[config.mk]
export PLATFORM = sky130hd
export DESIGN_NAME = swk_fd_cfg_regs
export DESIGN_NICKNAME = d
export VERILOG_FILES = /design/src/hw/swk_cfg_pkg.sv /design/src/hw/swk_fd_cfg_regs.sv
export SDC_FILE = /design/constraint.sdc
export NUM_CORES = 1
export LEC_CHECK = 0
export ABC_AREA = 0
export BUFFER_PORTS_ARGS = -buffer_cell sky130_fd_sc_hd__buf_2
export CAP_MARGIN = 0
export CORE_ASPECT_RATIO = 1.25
export CORE_MARGIN = 10
export CORE_UTILIZATION = 50
export DETAILED_ROUTE_END_ITERATION = 10
export HOLD_SLACK_MARGIN = 0.06
export PLACE_DENSITY = 0.8
export SLEW_MARGIN = 20
export SYNTH_ARGS = -nofsm -noshare
export SYNTH_HDL_FRONTEND = slang
export SYNTH_SLANG_ARGS = --single-unit
export TNS_END_PERCENT = 50
[constraint.sdc]
create_clock -name clk -period 12.1 [get_ports clk]
set_input_delay 2.42 -clock clk [delete_from_list [all_inputs] [get_ports clk]]
set_output_delay 2.42 -clock clk [all_outputs]
set_load 0.01 [all_outputs]
[src/hw/swk_cfg_pkg.sv]
// Purpose: Constants and carriers for the selective wake configuration slice
// Assumes: Byte-wide registers on a plain strobe port
// Notes: Offsets are the register indices of the slice
package swk_cfg_pkg;
    localparam int ADDR_W = 7;
    localparam int DATA_W = 8;
    localparam logic [6:0] OFS_PAYLOAD1 = 7'h32;
    localparam logic [6:0] OFS_PAYLOAD0 = 7'h33;
    localparam logic [6:0] OFS_FD_CFG = 7'h34;
    localparam logic [6:0] OFS_TRIM = 7'h38;
    localparam logic [6:0] OFS_OPTIONS = 7'h39;
    localparam logic [6:0] OFS_CAL_HIGH = 7'h3A;
    localparam logic [6:0] OFS_CAL_LOW = 7'h3B;
    localparam logic [6:0] OFS_UNLOCK = 7'h3F;
    localparam logic [7:0] RST_ZERO = 8'h00;
    localparam logic [1:0] UNLOCK_KEY = 2'h3;
    localparam int FD_EN_BIT = 0;
    localparam int FILT_LO = 1;
    localparam int FILT_HI = 3;
    localparam int BYP_BIT = 4;
    localparam int INH_BIT = 5;
    localparam int RXSEL_BIT = 7;
    localparam int TRIM_HI = 6;
    localparam int PRESET_HI = 4;
    localparam logic [2:0] FILT_LONG_CODE = 3'h7;
    localparam int FILT_STEP_NS = 50;
    localparam int FILT_LONG_NS = 700;
    localparam int CLK_PERIOD_NS = 100;
    localparam logic [6:0] TRIM_PRESET = 7'h40;
    localparam logic [4:0] OPT_PRESET = 5'h00;
    localparam logic TRIM_RSV_PRESET = 1'b0;
    typedef struct packed {
        logic [ADDR_W-1:0] addr;
        logic [DATA_W-1:0] wdata;
        logic wr;
        logic rd;
    } bus_req_s;
    typedef struct packed {
        logic [DATA_W-1:0] byte1;
        logic [DATA_W-1:0] byte0;
        logic valid;
    } frame_bytes_s;
endpackage

[src/hw/swk_fd_cfg_regs.sv]
// Purpose: Wake payload bytes, FD tolerant config, trim, options, calibration
// Assumes: One 10 MHz clock, synchronous active-high reset
// Notes: Unlock key lives in a local register at the chosen unlock offset
//
// Implementation choice: the strobed register port.
`timescale 1ns/1ns
`default_nettype none
// Operation
// - Two writable bytes hold expected wake payload bytes one and zero.
// - Config bit 0 enables FD tolerant mode.
// - Error counter suspended during wake only if inhibit and FD enable set.
// - Hardware clears error-count inhibit when bus silence timeout expires.
// - Config bit 4 routes bus data around the analog receiver filter.
// - Filter code 0 to 6 gives 50 to 350 ns; code 7 700 ns.
// - Dominant pulse filter stays active regardless of filter bypass.
// - Reserved config bits 7:6 and options bits 6:5 read zero.
// - Trim field writable only while unlock field holds 11.
// - Options bit 7 selects wake receiver; writable only when unlocked.
// - Reset selects the low-power wake receiver.
// - Calibration high and low bytes are read-only.
module swk_fd_cfg_regs (
    input wire logic clk,
    input wire logic rst,
    input wire swk_cfg_pkg::bus_req_s req,
    output logic [swk_cfg_pkg::DATA_W-1:0] rdata,
    input wire logic [swk_cfg_pkg::DATA_W-1:0] cal_high,
    input wire logic [swk_cfg_pkg::DATA_W-1:0] cal_low,
    input wire logic silence_expired,
    input wire logic wake_active,
    input wire logic bus_rx_raw,
    input wire logic bus_rx_filtered,
    input wire swk_cfg_pkg::frame_bytes_s frame,
    output logic fd_tolerant_enable,
    output logic rx_analog_filter_bypass,
    output logic [2:0] dominant_pulse_filter_time,
    output logic error_counter_suspend,
    output logic wake_receiver_select,
    output logic [6:0] osc_trim,
    output logic rx_filtered_data,
    output logic payload_match
);
    import swk_cfg_pkg::*;

    // ==========================================================
    // Register state
    logic [7:0] payload_byte_one, next_payload_byte_one;
    logic [7:0] payload_byte_zero, next_payload_byte_zero;
    logic fd_en, next_fd_en;
    logic [2:0] filt, next_filt;
    logic byp, next_byp;
    logic error_count_inhibit, next_error_count_inhibit;
    logic [6:0] trim, next_trim;
    logic trim_rsv, next_trim_rsv;
    logic rx_sel, next_rx_sel;
    logic [4:0] opt_rsv, next_opt_rsv;
    logic [1:0] unlock, next_unlock;
    logic [7:0] next_rdata;
    logic unlocked;

    function automatic logic hit(input bus_req_s r, input logic [6:0] ofs);
        hit = r.wr && (r.addr == ofs);
    endfunction

    // Filter length in clock cycles, rounded up, at least one
    function automatic logic [3:0] filt_cycles(input logic [2:0] code);
        int ns;
        ns = (code == FILT_LONG_CODE) ? FILT_LONG_NS : (int'(code) + 1) * FILT_STEP_NS;
        filt_cycles = 4'((ns + CLK_PERIOD_NS - 1) / CLK_PERIOD_NS);
    endfunction

    assign unlocked = (unlock == UNLOCK_KEY);

    always_comb begin
        next_payload_byte_one = payload_byte_one;
        next_payload_byte_zero = payload_byte_zero;
        next_fd_en = fd_en;
        next_filt = filt;
        next_byp = byp;
        next_error_count_inhibit = error_count_inhibit;
        next_trim = trim;
        next_trim_rsv = trim_rsv;
        next_rx_sel = rx_sel;
        next_opt_rsv = opt_rsv;
        next_unlock = unlock;
        if (hit(req, OFS_PAYLOAD1)) begin
            next_payload_byte_one = req.wdata;
        end
        if (hit(req, OFS_PAYLOAD0)) begin
            next_payload_byte_zero = req.wdata;
        end
        if (hit(req, OFS_FD_CFG)) begin
            next_fd_en = req.wdata[FD_EN_BIT];
            next_filt = req.wdata[FILT_HI:FILT_LO];
            next_byp = req.wdata[BYP_BIT];
            next_error_count_inhibit = req.wdata[INH_BIT];
        end
        if (silence_expired) begin
            next_error_count_inhibit = 1'b0;
        end
        if (hit(req, OFS_TRIM)) begin
            next_trim_rsv = req.wdata[RXSEL_BIT];
            if (unlocked) begin
                next_trim = req.wdata[TRIM_HI:0];
            end
        end
        if (hit(req, OFS_OPTIONS)) begin
            next_opt_rsv = req.wdata[PRESET_HI:0];
            if (unlocked) begin
                next_rx_sel = req.wdata[RXSEL_BIT];
            end
        end
        if (hit(req, OFS_UNLOCK)) begin
            next_unlock = req.wdata[1:0];
        end
    end

    always_comb begin
        next_rdata = RST_ZERO;
        if (req.rd) begin
            unique case (req.addr)
                OFS_PAYLOAD1: next_rdata = payload_byte_one;
                OFS_PAYLOAD0: next_rdata = payload_byte_zero;
                OFS_FD_CFG: next_rdata = {2'h0, error_count_inhibit, byp, filt, fd_en};
                OFS_TRIM: next_rdata = {trim_rsv, trim};
                OFS_OPTIONS: next_rdata = {rx_sel, 2'h0, opt_rsv};
                OFS_CAL_HIGH: next_rdata = cal_high;
                OFS_CAL_LOW: next_rdata = cal_low;
                OFS_UNLOCK: next_rdata = {6'h00, unlock};
                default: next_rdata = RST_ZERO;
            endcase
        end
    end

    always_ff @(posedge clk) begin
        if (rst) begin
            payload_byte_one <= RST_ZERO;
            payload_byte_zero <= RST_ZERO;
            fd_en <= 1'b0;
            filt <= 3'h0;
            byp <= 1'b0;
            error_count_inhibit <= 1'b0;
            trim <= TRIM_PRESET;
            trim_rsv <= TRIM_RSV_PRESET;
            rx_sel <= 1'b0;
            opt_rsv <= OPT_PRESET;
            unlock <= 2'h0;
            rdata <= RST_ZERO;
        end else begin
            payload_byte_one <= next_payload_byte_one;
            payload_byte_zero <= next_payload_byte_zero;
            fd_en <= next_fd_en;
            filt <= next_filt;
            byp <= next_byp;
            error_count_inhibit <= next_error_count_inhibit;
            trim <= next_trim;
            trim_rsv <= next_trim_rsv;
            rx_sel <= next_rx_sel;
            opt_rsv <= next_opt_rsv;
            unlock <= next_unlock;
            rdata <= next_rdata;
        end
    end

    assign fd_tolerant_enable = fd_en;
    assign rx_analog_filter_bypass = byp;
    assign dominant_pulse_filter_time = filt;
    assign wake_receiver_select = rx_sel;
    assign osc_trim = trim;
    assign error_counter_suspend = wake_active && fd_en && error_count_inhibit;

    // ==========================================================
    // Dominant pulse filter after the bypass mux
    logic raw_s1, raw_s2, ana_s1, ana_s2, rx_mux, filt_out, next_filt_out;
    logic [3:0] dom_cnt, next_dom_cnt;
    always_ff @(posedge clk) begin
        if (rst) begin
            raw_s1 <= 1'b1;
            raw_s2 <= 1'b1;
            ana_s1 <= 1'b1;
            ana_s2 <= 1'b1;
        end else begin
            raw_s1 <= bus_rx_raw;
            raw_s2 <= raw_s1;
            ana_s1 <= bus_rx_filtered;
            ana_s2 <= ana_s1;
        end
    end
    assign rx_mux = byp ? raw_s2 : ana_s2;

    always_comb begin
        next_dom_cnt = dom_cnt;
        next_filt_out = filt_out;
        if (rx_mux) begin
            next_dom_cnt = 4'h0;
            next_filt_out = 1'b1;
        end else if (dom_cnt + 4'h1 >= filt_cycles(filt)) begin
            next_filt_out = 1'b0;
        end else begin
            next_dom_cnt = dom_cnt + 4'h1;
        end
    end

    always_ff @(posedge clk) begin
        if (rst) begin
            dom_cnt <= 4'h0;
            filt_out <= 1'b1;
        end else begin
            dom_cnt <= next_dom_cnt;
            filt_out <= next_filt_out;
        end
    end
    assign rx_filtered_data = filt_out;

    // ==========================================================
    // Payload compare
    logic frame_match, next_frame_match;
    always_comb begin
        next_frame_match = frame_match;
        if (frame.valid) begin
            next_frame_match = (frame.byte1 == payload_byte_one) && (frame.byte0 == payload_byte_zero);
        end
    end
    always_ff @(posedge clk) begin
        if (rst) begin
            frame_match <= 1'b0;
        end else begin
            frame_match <= next_frame_match;
        end
    end
    assign payload_match = frame_match;

    // ==========================================================
    // Checks
    inhibit_clear_a: assert property (@(posedge clk) disable iff (rst)
        silence_expired |=> !error_count_inhibit)
        else $error("inhibit not cleared on silence");
    suspend_gate_a: assert property (@(posedge clk) disable iff (rst)
        error_counter_suspend |-> (fd_en && error_count_inhibit && wake_active))
        else $error("suspend without enable");
    trim_lock_a: assert property (@(posedge clk) disable iff (rst)
        !unlocked |=> $stable(trim))
        else $error("trim changed while locked");
    rxsel_lock_a: assert property (@(posedge clk) disable iff (rst)
        (!unlocked || !hit(req, OFS_OPTIONS)) |=> $stable(rx_sel))
        else $error("receiver select changed while locked");
    reserved_zero_a: assert property (@(posedge clk) disable iff (rst)
        (req.rd && req.addr == OFS_FD_CFG) |=> (rdata[7:6] == 2'h0))
        else $error("config reserved bits nonzero");
    reserved_opt_a: assert property (@(posedge clk) disable iff (rst)
        (req.rd && req.addr == OFS_OPTIONS) |=> (rdata[6:5] == 2'h0))
        else $error("options reserved bits nonzero");
    rx_select_reset_a: assert property (@(posedge clk)
        $fell(rst) |-> !wake_receiver_select)
        else $error("receiver select not low-power after reset");
    bypass_store_a: assert property (@(posedge clk) disable iff (rst)
        hit(req, OFS_FD_CFG) |=> rx_analog_filter_bypass == $past(req.wdata[BYP_BIT]))
        else $error("bypass not stored");
    filter_code_a: assert property (@(posedge clk) disable iff (rst)
        hit(req, OFS_FD_CFG) |=> dominant_pulse_filter_time == $past(req.wdata[FILT_HI:FILT_LO]))
        else $error("filter code not stored");
    fd_enable_a: assert property (@(posedge clk) disable iff (rst)
        hit(req, OFS_FD_CFG) && !silence_expired |=> fd_tolerant_enable == $past(req.wdata[FD_EN_BIT]))
        else $error("fd enable not stored");
    payload_wr_a: assert property (@(posedge clk) disable iff (rst)
        hit(req, OFS_PAYLOAD1) |=> payload_byte_one == $past(req.wdata))
        else $error("payload byte one not stored");
    payload0_wr_a: assert property (@(posedge clk) disable iff (rst)
        hit(req, OFS_PAYLOAD0) |=> payload_byte_zero == $past(req.wdata))
        else $error("payload byte zero not stored");
    match_compare_a: assert property (@(posedge clk) disable iff (rst)
        frame.valid |=> payload_match == (($past(frame.byte1) == $past(payload_byte_one))
            && ($past(frame.byte0) == $past(payload_byte_zero))))
        else $error("payload compare wrong");
    cal_high_read_a: assert property (@(posedge clk) disable iff (rst)
        req.rd && req.addr == OFS_CAL_HIGH |=> rdata == $past(cal_high))
        else $error("calibration high misread");
    cal_read_a: assert property (@(posedge clk) disable iff (rst)
        req.rd && req.addr == OFS_CAL_LOW |=> rdata == $past(cal_low))
        else $error("calibration low misread");
    filter_min_a: assert property (@(posedge clk) disable iff (rst)
        $fell(filt_out) |-> !$past(rx_mux))
        else $error("filter passed short pulse");
    filter_rise_a: assert property (@(posedge clk) disable iff (rst)
        $rose(filt_out) |-> $past(rx_mux))
        else $error("filter rose without recessive sample");
    // Run of consecutive dominant samples
    logic [3:0] dom_run, next_dom_run;
    always_comb begin
        next_dom_run = 4'h0;
        if (!rx_mux && dom_run != 4'hF) begin
            next_dom_run = dom_run + 4'h1;
        end else if (!rx_mux) begin
            next_dom_run = dom_run;
        end
    end
    always_ff @(posedge clk) begin
        if (rst) begin
            dom_run <= 4'h0;
        end else begin
            dom_run <= next_dom_run;
        end
    end
    filter_run_a: assert property (@(posedge clk) disable iff (rst)
        $fell(filt_out) |-> (dom_run >= filt_cycles($past(filt))))
        else $error("filter fell before the minimum run");
    cover_unlock_c: cover property (@(posedge clk) disable iff (rst) unlocked && hit(req, OFS_TRIM));
    cover_match_c: cover property (@(posedge clk) disable iff (rst) frame.valid ##1 payload_match);
    cover_suspend_c: cover property (@(posedge clk) disable iff (rst) error_counter_suspend ##1 silence_expired);
    cover_filter_c: cover property (@(posedge clk) disable iff (rst) byp ##1 $fell(filt_out));
endmodule
`default_nettype wire

# Yosys cells after proc, flatten, opt, wreduce, memory -nomap -nowiden
# Index checks and enable logic that the tools add are counted.
[word_totals]
out_inout_bits = 24
register_bits = 56
[classes]
div_mod_pow = 1
reduce_logical = 14
n_eq_ne = 12
n_bitwise = 1
n_mul = 1
muxes = 3
add_sub_neg = 4
n_lt_le_gt_ge = 1
[op_table]
columns = ["op", "count"]
rows = [
  ["$pmux 8 s8", 1],
  ["$eq 7x6->1 const B", 8],
  ["$div 32x8->32 const B", 1],
  ["$eq 8x8->1", 2],
  ["$sub 11x1->12 const B", 1],
  ["$add 10x7->11 const B", 1],
  ["$mux 10", 1],
  ["$logic_and 1x1->1", 9],
  ["$mul 4x5->9 const B", 1],
  ["$reduce_or 2->1", 3],
  ["$add 3x1->4 const B", 1],
  ["$add 4x1->4 const B", 1],
  ["$ge 4x4->1", 1],
  ["$reduce_and 2->1", 2],
  ["$eq 3x3->1 const B", 1],
  ["$eq 2x2->1 const B", 1],
  ["$mux 1", 1],
  ["$not 1->1", 1],
]

# Logic depth before layout (Yosys ltp)
[depth]
depth_word = 7
mapped_depth = 36
depth_no_buf = 34

# Worst setup path before layout
# No wires, ideal clock.
[synth_timing]
path_type = "flip-flop to flip-flop"
startpoint = "reg filt[0] (netlist: dominant_pulse_filter_time[0])"
endpoint = "reg dom_cnt[3]"
setup_ps = 117
slack_ps = 5249
t_required_ps = 11983
t_arrival_ps = 6735
path_stages_with_launch = 32
path_cell_list = "dfxtp_1 -> buf_4 -> inv_1 -> ha_1 -> xor2_1 -> ha_1 -> or3_4 -> nor2_4 -> maj3_4 -> mux2_1 -> a31oi_1 -> ha_1 -> nand2b_1 -> o21ai_1 -> nand2_1 -> a31o_4 -> a21boi_4 -> or3_1 -> nand2_1 -> o311a_1 -> ha_1 -> a31o_2 -> a32oi_1 -> o211ai_1 -> ha_1 -> nand2b_1 -> a21o_1 -> a21o_1 -> a21oi_1 -> nand2b_1 -> xor2_1 -> nor2_1"
[synth_between]
elab_chain_len = 7
[synth_rtl]
columns = ["item", "line", "text"]
rows = [
  ["start: declaration", "swk_fd_cfg_regs.sv:49", "logic [2:0] filt, next_filt;"],
  ["start signal: assignment", "swk_fd_cfg_regs.sv:152", "filt <= next_filt;"],
  ["$add 3x1->4", "swk_fd_cfg_regs.sv:67", "ns = (code == FILT_LONG_CODE) ? FILT_LONG_NS : (int'(code) + 1) * FILT_STEP_NS;"],
  ["$mul 4x5->9", "swk_fd_cfg_regs.sv:67", ""],
  ["$mux 10 *", "swk_fd_cfg_regs.sv:67", ""],
  ["$add 10x7->11 *", "swk_fd_cfg_regs.sv:68", "filt_cycles = 4'((ns + CLK_PERIOD_NS - 1) / CLK_PERIOD_NS);"],
  ["$sub 11x1->12 *", "swk_fd_cfg_regs.sv:68", ""],
  ["$div 32x8->32 *", "swk_fd_cfg_regs.sv:68", ""],
  ["$ge 4x4->1 *", "swk_fd_cfg_regs.sv:196", "end else if (dom_cnt + 4'h1 >= filt_cycles(filt)) begin"],
  ["end signal: assignment", "swk_fd_cfg_regs.sv:208", "dom_cnt <= next_dom_cnt;"],
  ["end: declaration", "swk_fd_cfg_regs.sv:174", "logic [3:0] dom_cnt, next_dom_cnt;"],
]
# Mark *: on every way between the ends. The rest lies on a longest branch, timed or not.
# A chain may end at the register's enable or synchronous reset.

# Worst setup path in the final report
# Ends and elaborated chain as after synthesis.

==> impl_metrics.prom <==
# TYPE chip_impl_metric gauge
chip_impl_metric{name="number_of_global_route_vias_before_repair",unit=""} 3950
chip_impl_metric{name="grt_remaining_overflow",unit=""} 0
chip_impl_metric{name="number_of_synthesis_warnings",unit=""} 0
chip_impl_metric{name="core",unit="sq mm"} 0.00815
chip_impl_metric{name="die_h",unit="um"} 122
chip_impl_metric{name="final-hold-violation-count",unit=""} 0
chip_impl_info{name="cts_tree",value="built"} 1
chip_impl_metric{name="place.detailed.hpwl",unit="um"} 9310
chip_impl_metric{name="cts_made_buffers",unit=""} 5
chip_impl_metric{name="start_util",unit=""} 0.508
chip_impl_metric{name="max-slew-margin-rel",unit=""} 0.326
chip_impl_metric{name="place_congestion",unit=""} 0.911
chip_impl_metric{name="post-route-drc-count",unit=""} 0
chip_impl_metric{name="antenna_violations_before_repair",unit=""} 0
chip_impl_metric{name="highest_attainable_clock_frequency",unit="MHz"} 129
chip_impl_metric{name="arrival",unit="ps"} 8000
chip_impl_metric{name="io_pins",unit=""} 80
chip_impl_info{name="clk_root_buffer_cell",value="sky130_fd_sc_hd__clkbuf_8"} 1
chip_impl_metric{name="final-setup-viol-count",unit=""} 0
chip_impl_metric{name="finish.net_count",unit=""} 635
chip_impl_metric{name="firstDrtPassIters",unit=""} 8
chip_impl_metric{name="vias",unit=""} 3974
chip_impl_info{name="setup.worst_path.start_class",value="flop"} 1
chip_impl_info{name="critical_path.endpoint_type",value="flop"} 1
chip_impl_metric{name="power.leakage",unit="nW"} 1.91
chip_impl_metric{name="clock_insertion_delay_worst_skew",unit="ps"} 310
chip_impl_metric{name="route.detailed.vias_per_inst",unit=""} 6.08
chip_impl_metric{name="post_cts_hold_buffer_count",unit=""} 0
chip_impl_metric{name="syn_area_per_cell",unit="sq um"} 8.47
chip_impl_metric{name="synth_seq_area_share",unit=""} 0.271
chip_impl_metric{name="max_stage_delay",unit="ps"} 700
chip_impl_metric{name="power.share.switching",unit=""} 0.252
chip_impl_info{name="rsz0062_at_grt",value="no"} 1
chip_impl_metric{name="syn_to_final_growth",unit="%"} 13.0
chip_impl_metric{name="ys_ff_latch",unit=""} 56
chip_impl_info{name="most_frequently_used_flop_master_after_synthesis",value="sky130_fd_sc_hd__dfxtp_1"} 1
chip_impl_metric{name="postcts_setup_bufs",unit=""} 0
chip_impl_metric{name="max_cap_viol_count",unit=""} 0
chip_impl_metric{name="worstPathMaxFanout",unit=""} 14
chip_impl_metric{name="post_layout_utilization_of_the_core",unit=""} 0.574
chip_impl_metric{name="power_report.internal_total",unit="mW"} 0.250
chip_impl_metric{name="post_synth_num_cell_types",unit=""} 80
chip_impl_metric{name="groute.usage.overall",unit=""} 0.187
chip_impl_metric{name="final.min_clock_period",unit="ps"} 7750
chip_impl_metric{name="drt_iter0_markers",unit=""} 219
chip_impl_metric{name="drtAntennaViolNets",unit=""} 0
chip_impl_metric{name="route.final.wire_length",unit="um"} 11800
chip_impl_metric{name="port_buffers",unit=""} 79
chip_impl_metric{name="power.density",unit="mW/mm^2"} 71.5
chip_impl_metric{name="max-vdd-ir-drop",unit="uV"} 86.0
chip_impl_metric{name="fin_worst_skew",unit="ps"} 6.86
chip_impl_metric{name="power.combinational.fraction",unit=""} 0.130
chip_impl_metric{name="die-area",unit="sq mm"} 0.0123
chip_impl_metric{name="std_cell_rows",unit=""} 37
chip_impl_metric{name="netlist_area",unit="sq mm"} 0.00414
chip_impl_info{name="critical_path.most_common_cell",value="sky130_fd_sc_hd__ha_1"} 1
chip_impl_info{name="critical_path_class",value="reg2reg"} 1
chip_impl_metric{name="clk_path_buf_depth",unit=""} 2
chip_impl_metric{name="die_width",unit="um"} 101
chip_impl_metric{name="period_share",unit=""} 0.641
chip_impl_metric{name="numClockSinks",unit=""} 56
chip_impl_metric{name="synthCells",unit=""} 488
chip_impl_metric{name="cts_resized",unit=""} 0
chip_impl_metric{name="required",unit="ps"} 12350
chip_impl_metric{name="worst_pin_slew",unit="ps"} 1000
chip_impl_metric{name="number_of_synthesized_flops_with_an_enable_pin",unit=""} 0
chip_impl_metric{name="antennaDiodeCount",unit=""} 0
chip_impl_info{name="outcome",value="finished, final reports clean"} 1
chip_impl_metric{name="cts_htree_levels",unit=""} 2
chip_impl_metric{name="clockPowerShare",unit=""} 0.314
chip_impl_metric{name="drt-wirelength-per-cell",unit="um"} 18.1
chip_impl_metric{name="power.switching",unit="mW"} 0.0841
chip_impl_metric{name="final-max-slew-violation-count",unit=""} 0
chip_impl_metric{name="setup_total_negative_slack",unit="ps"} 0
chip_impl_metric{name="ys_async_rst_share",unit=""} 0
chip_impl_metric{name="cts.reportedPaths.clkPinSlew",unit="ps"} 90
chip_impl_metric{name="synth.net_count",unit=""} 566
chip_impl_info{name="min_path_type",value="reg2reg"} 1
chip_impl_metric{name="power_frac_seq",unit=""} 0.556
chip_impl_metric{name="pin_count_of_the_biggest_net_entering_global_routing",unit=""} 46
chip_impl_metric{name="drive_above_1_share",unit=""} 0.235
chip_impl_metric{name="first_pass_grt_wire_length",unit="um"} 19100
chip_impl_info{name="critPathSlowestCell",value="sky130_fd_sc_hd__dfxtp_1"} 1
[worst max-delay path: cells and delay by family, from the launching register on]
kind / cells / cell delay [ps]
AO/OA/AOI/OAI: 13 / 3120
adder cells (fa/ha/maj): 8 / 2240
AND/OR/NAND/NOR: 6 / 1020
flip-flops: 1 / 700
XOR/XNOR: 3 / 530
buffers and inverters: 1 / 80
[power groups by stage]
stage | clock [mW] | combinational, mW | sequential (mW)
2_1_floorplan | 0 | 0.0258 | 0.190
3_3_place_gp | 0 | 0.0417 | 0.190
3_5_place_dp | 0 | 0.0428 | 0.190
4_1_cts | 0.106 | 0.0429 | 0.186
5_1_grt | 0.114 | 0.0470 | 0.186
6_report | 0.105 | 0.0434 | 0.186
[cell usage after synthesis (5+ instances only)]
cell type | count | area (sq um)
sky130_fd_sc_hd__inv_1 | 10 | 37.5
sky130_fd_sc_hd__ha_1 | 21 | 263
sky130_fd_sc_hd__and3_1 | 7 | 43.8
sky130_fd_sc_hd__xnor2_1 | 23 | 201
sky130_fd_sc_hd__nor2b_1 | 10 | 62.6
sky130_fd_sc_hd__xor2_1 | 7 | 61.3
sky130_fd_sc_hd__clkbuf_1 | 15 | 56.3
sky130_fd_sc_hd__a31oi_1 | 5 | 31.3
sky130_fd_sc_hd__mux2_2 | 8 | 90.1
sky130_fd_sc_hd__nor3_1 | 7 | 35.0
sky130_fd_sc_hd__nor2_1 | 52 | 195
sky130_fd_sc_hd__a21oi_1 | 27 | 135
sky130_fd_sc_hd__o21ai_0 | 11 | 55.1
sky130_fd_sc_hd__nand3_1 | 18 | 90.1
sky130_fd_sc_hd__a222oi_1 | 6 | 60.1
sky130_fd_sc_hd__dfxtp_1 | 56 | 1120
sky130_fd_sc_hd__mux2i_1 | 27 | 270
sky130_fd_sc_hd__nand2_1 | 58 | 218
sky130_fd_sc_hd__or2_2 | 5 | 31.3
sky130_fd_sc_hd__nand2b_1 | 8 | 50.1
sky130_fd_sc_hd__nand4_1 | 9 | 56.3
[final timing paths]
check                           cells past startpoint          to  slack, ps                           from
worst max-delay path                               31  dom_cnt[3]       4350  dominant_pulse_filter_time[0]
worst min-delay path                                1      raw_s2        420                         raw_s1
worst max register to register                     31  dom_cnt[3]       4350  dominant_pulse_filter_time[0]
worst min register to register                      1      raw_s2        420                         raw_s1
[area by class of cell]
cell class                      count  area [sq um]
Multi-Input combinational cell    402          2890
Inverter                           11          41.3
Clock inverter                      1          8.76
Tap cell                           97           121
Clock buffer                        6          82.6
Timing Repair Buffer               81           410
Fill cell                         729          3470
Sequential cell                    56          1120
[kinds of logic after synthesis]
logic type	synth area share
other cells	0.000907
xor+xnor	0.0714
compound gates	0.203
fa+ha+maj	0.0717
buf+inv	0.0318
flops	0.271
simple gates	0.244
mux	0.106
[metal layers]
| metal | up-vias | GRT usage | wire length, um |
|---|---|---|---|
| met2 | 184 | 0.335 | 6090 |
| met5 | - | 0 | 0 |
| li1 | 1900 | - | - |
| met1 | 1860 | 0.207 | 4510 |
| met3 | 30 | 0.0402 | 881 |
| met4 | 0 | 0.0759 | 343 |
[registers in the layout, summed over array words and instances (netlist names)]
register and cells:
dominant_pulse_filter_time 3, opt_rsv 5, ana_s1 1, dom_cnt 4, rx_filtered_data 1, ana_s2 1
rdata 8, raw_s2 1, payload_byte_one 8, unlock 2, rx_analog_filter_bypass 1, fd_tolerant_enable 1
payload_byte_zero 8, error_count_inhibit 1, payload_match 1, trim_rsv 1, osc_trim 7, raw_s1 1
wake_receiver_select 1
[per-stage QoR]
step | hold slack (ps) | area (sq um) | power (mW) | instances | setup WS [ps]
after floorplan | 389 | 4140 | 0.216 | 488 | 5250
after global placement | 393 | 4580 | 0.232 | 647 | 4720
after detailed placement | 397 | 4580 | 0.233 | 647 | 4380
after CTS | 419 | 4670 | 0.334 | 654 | 4360
after global routing | 430 | 4670 | 0.346 | 654 | 3700
final | 417 | 4670 | 0.334 | 654 | 4350
[cells in the final DEF (no fill, tap or decap), types with 4 or more instances in the layout]
| master | instances |
|---|---|
| sky130_fd_sc_hd__a21o_1 | 4 |
| sky130_fd_sc_hd__a21oi_1 | 27 |
| sky130_fd_sc_hd__a222oi_1 | 6 |
| sky130_fd_sc_hd__a22oi_1 | 4 |
| sky130_fd_sc_hd__a31oi_1 | 5 |
| sky130_fd_sc_hd__and3_1 | 7 |
| sky130_fd_sc_hd__buf_2 | 79 |
| sky130_fd_sc_hd__clkbuf_8 | 6 |
| sky130_fd_sc_hd__dfxtp_1 | 56 |
| sky130_fd_sc_hd__ha_1 | 21 |
| sky130_fd_sc_hd__inv_1 | 10 |
| sky130_fd_sc_hd__mux2_2 | 8 |
| sky130_fd_sc_hd__mux2i_1 | 27 |
| sky130_fd_sc_hd__nand2_1 | 58 |
| sky130_fd_sc_hd__nand2b_1 | 8 |
| sky130_fd_sc_hd__nand3_1 | 18 |
| sky130_fd_sc_hd__nand4_1 | 9 |
| sky130_fd_sc_hd__nor2_1 | 52 |
| sky130_fd_sc_hd__nor2b_1 | 10 |
| sky130_fd_sc_hd__nor3_1 | 7 |
| sky130_fd_sc_hd__o21ai_0 | 11 |
| sky130_fd_sc_hd__or2_2 | 5 |
| sky130_fd_sc_hd__or3_1 | 4 |
| sky130_fd_sc_hd__xnor2_1 | 23 |
| sky130_fd_sc_hd__xor2_1 | 7 |
Power figures use the tool's default switching activity.
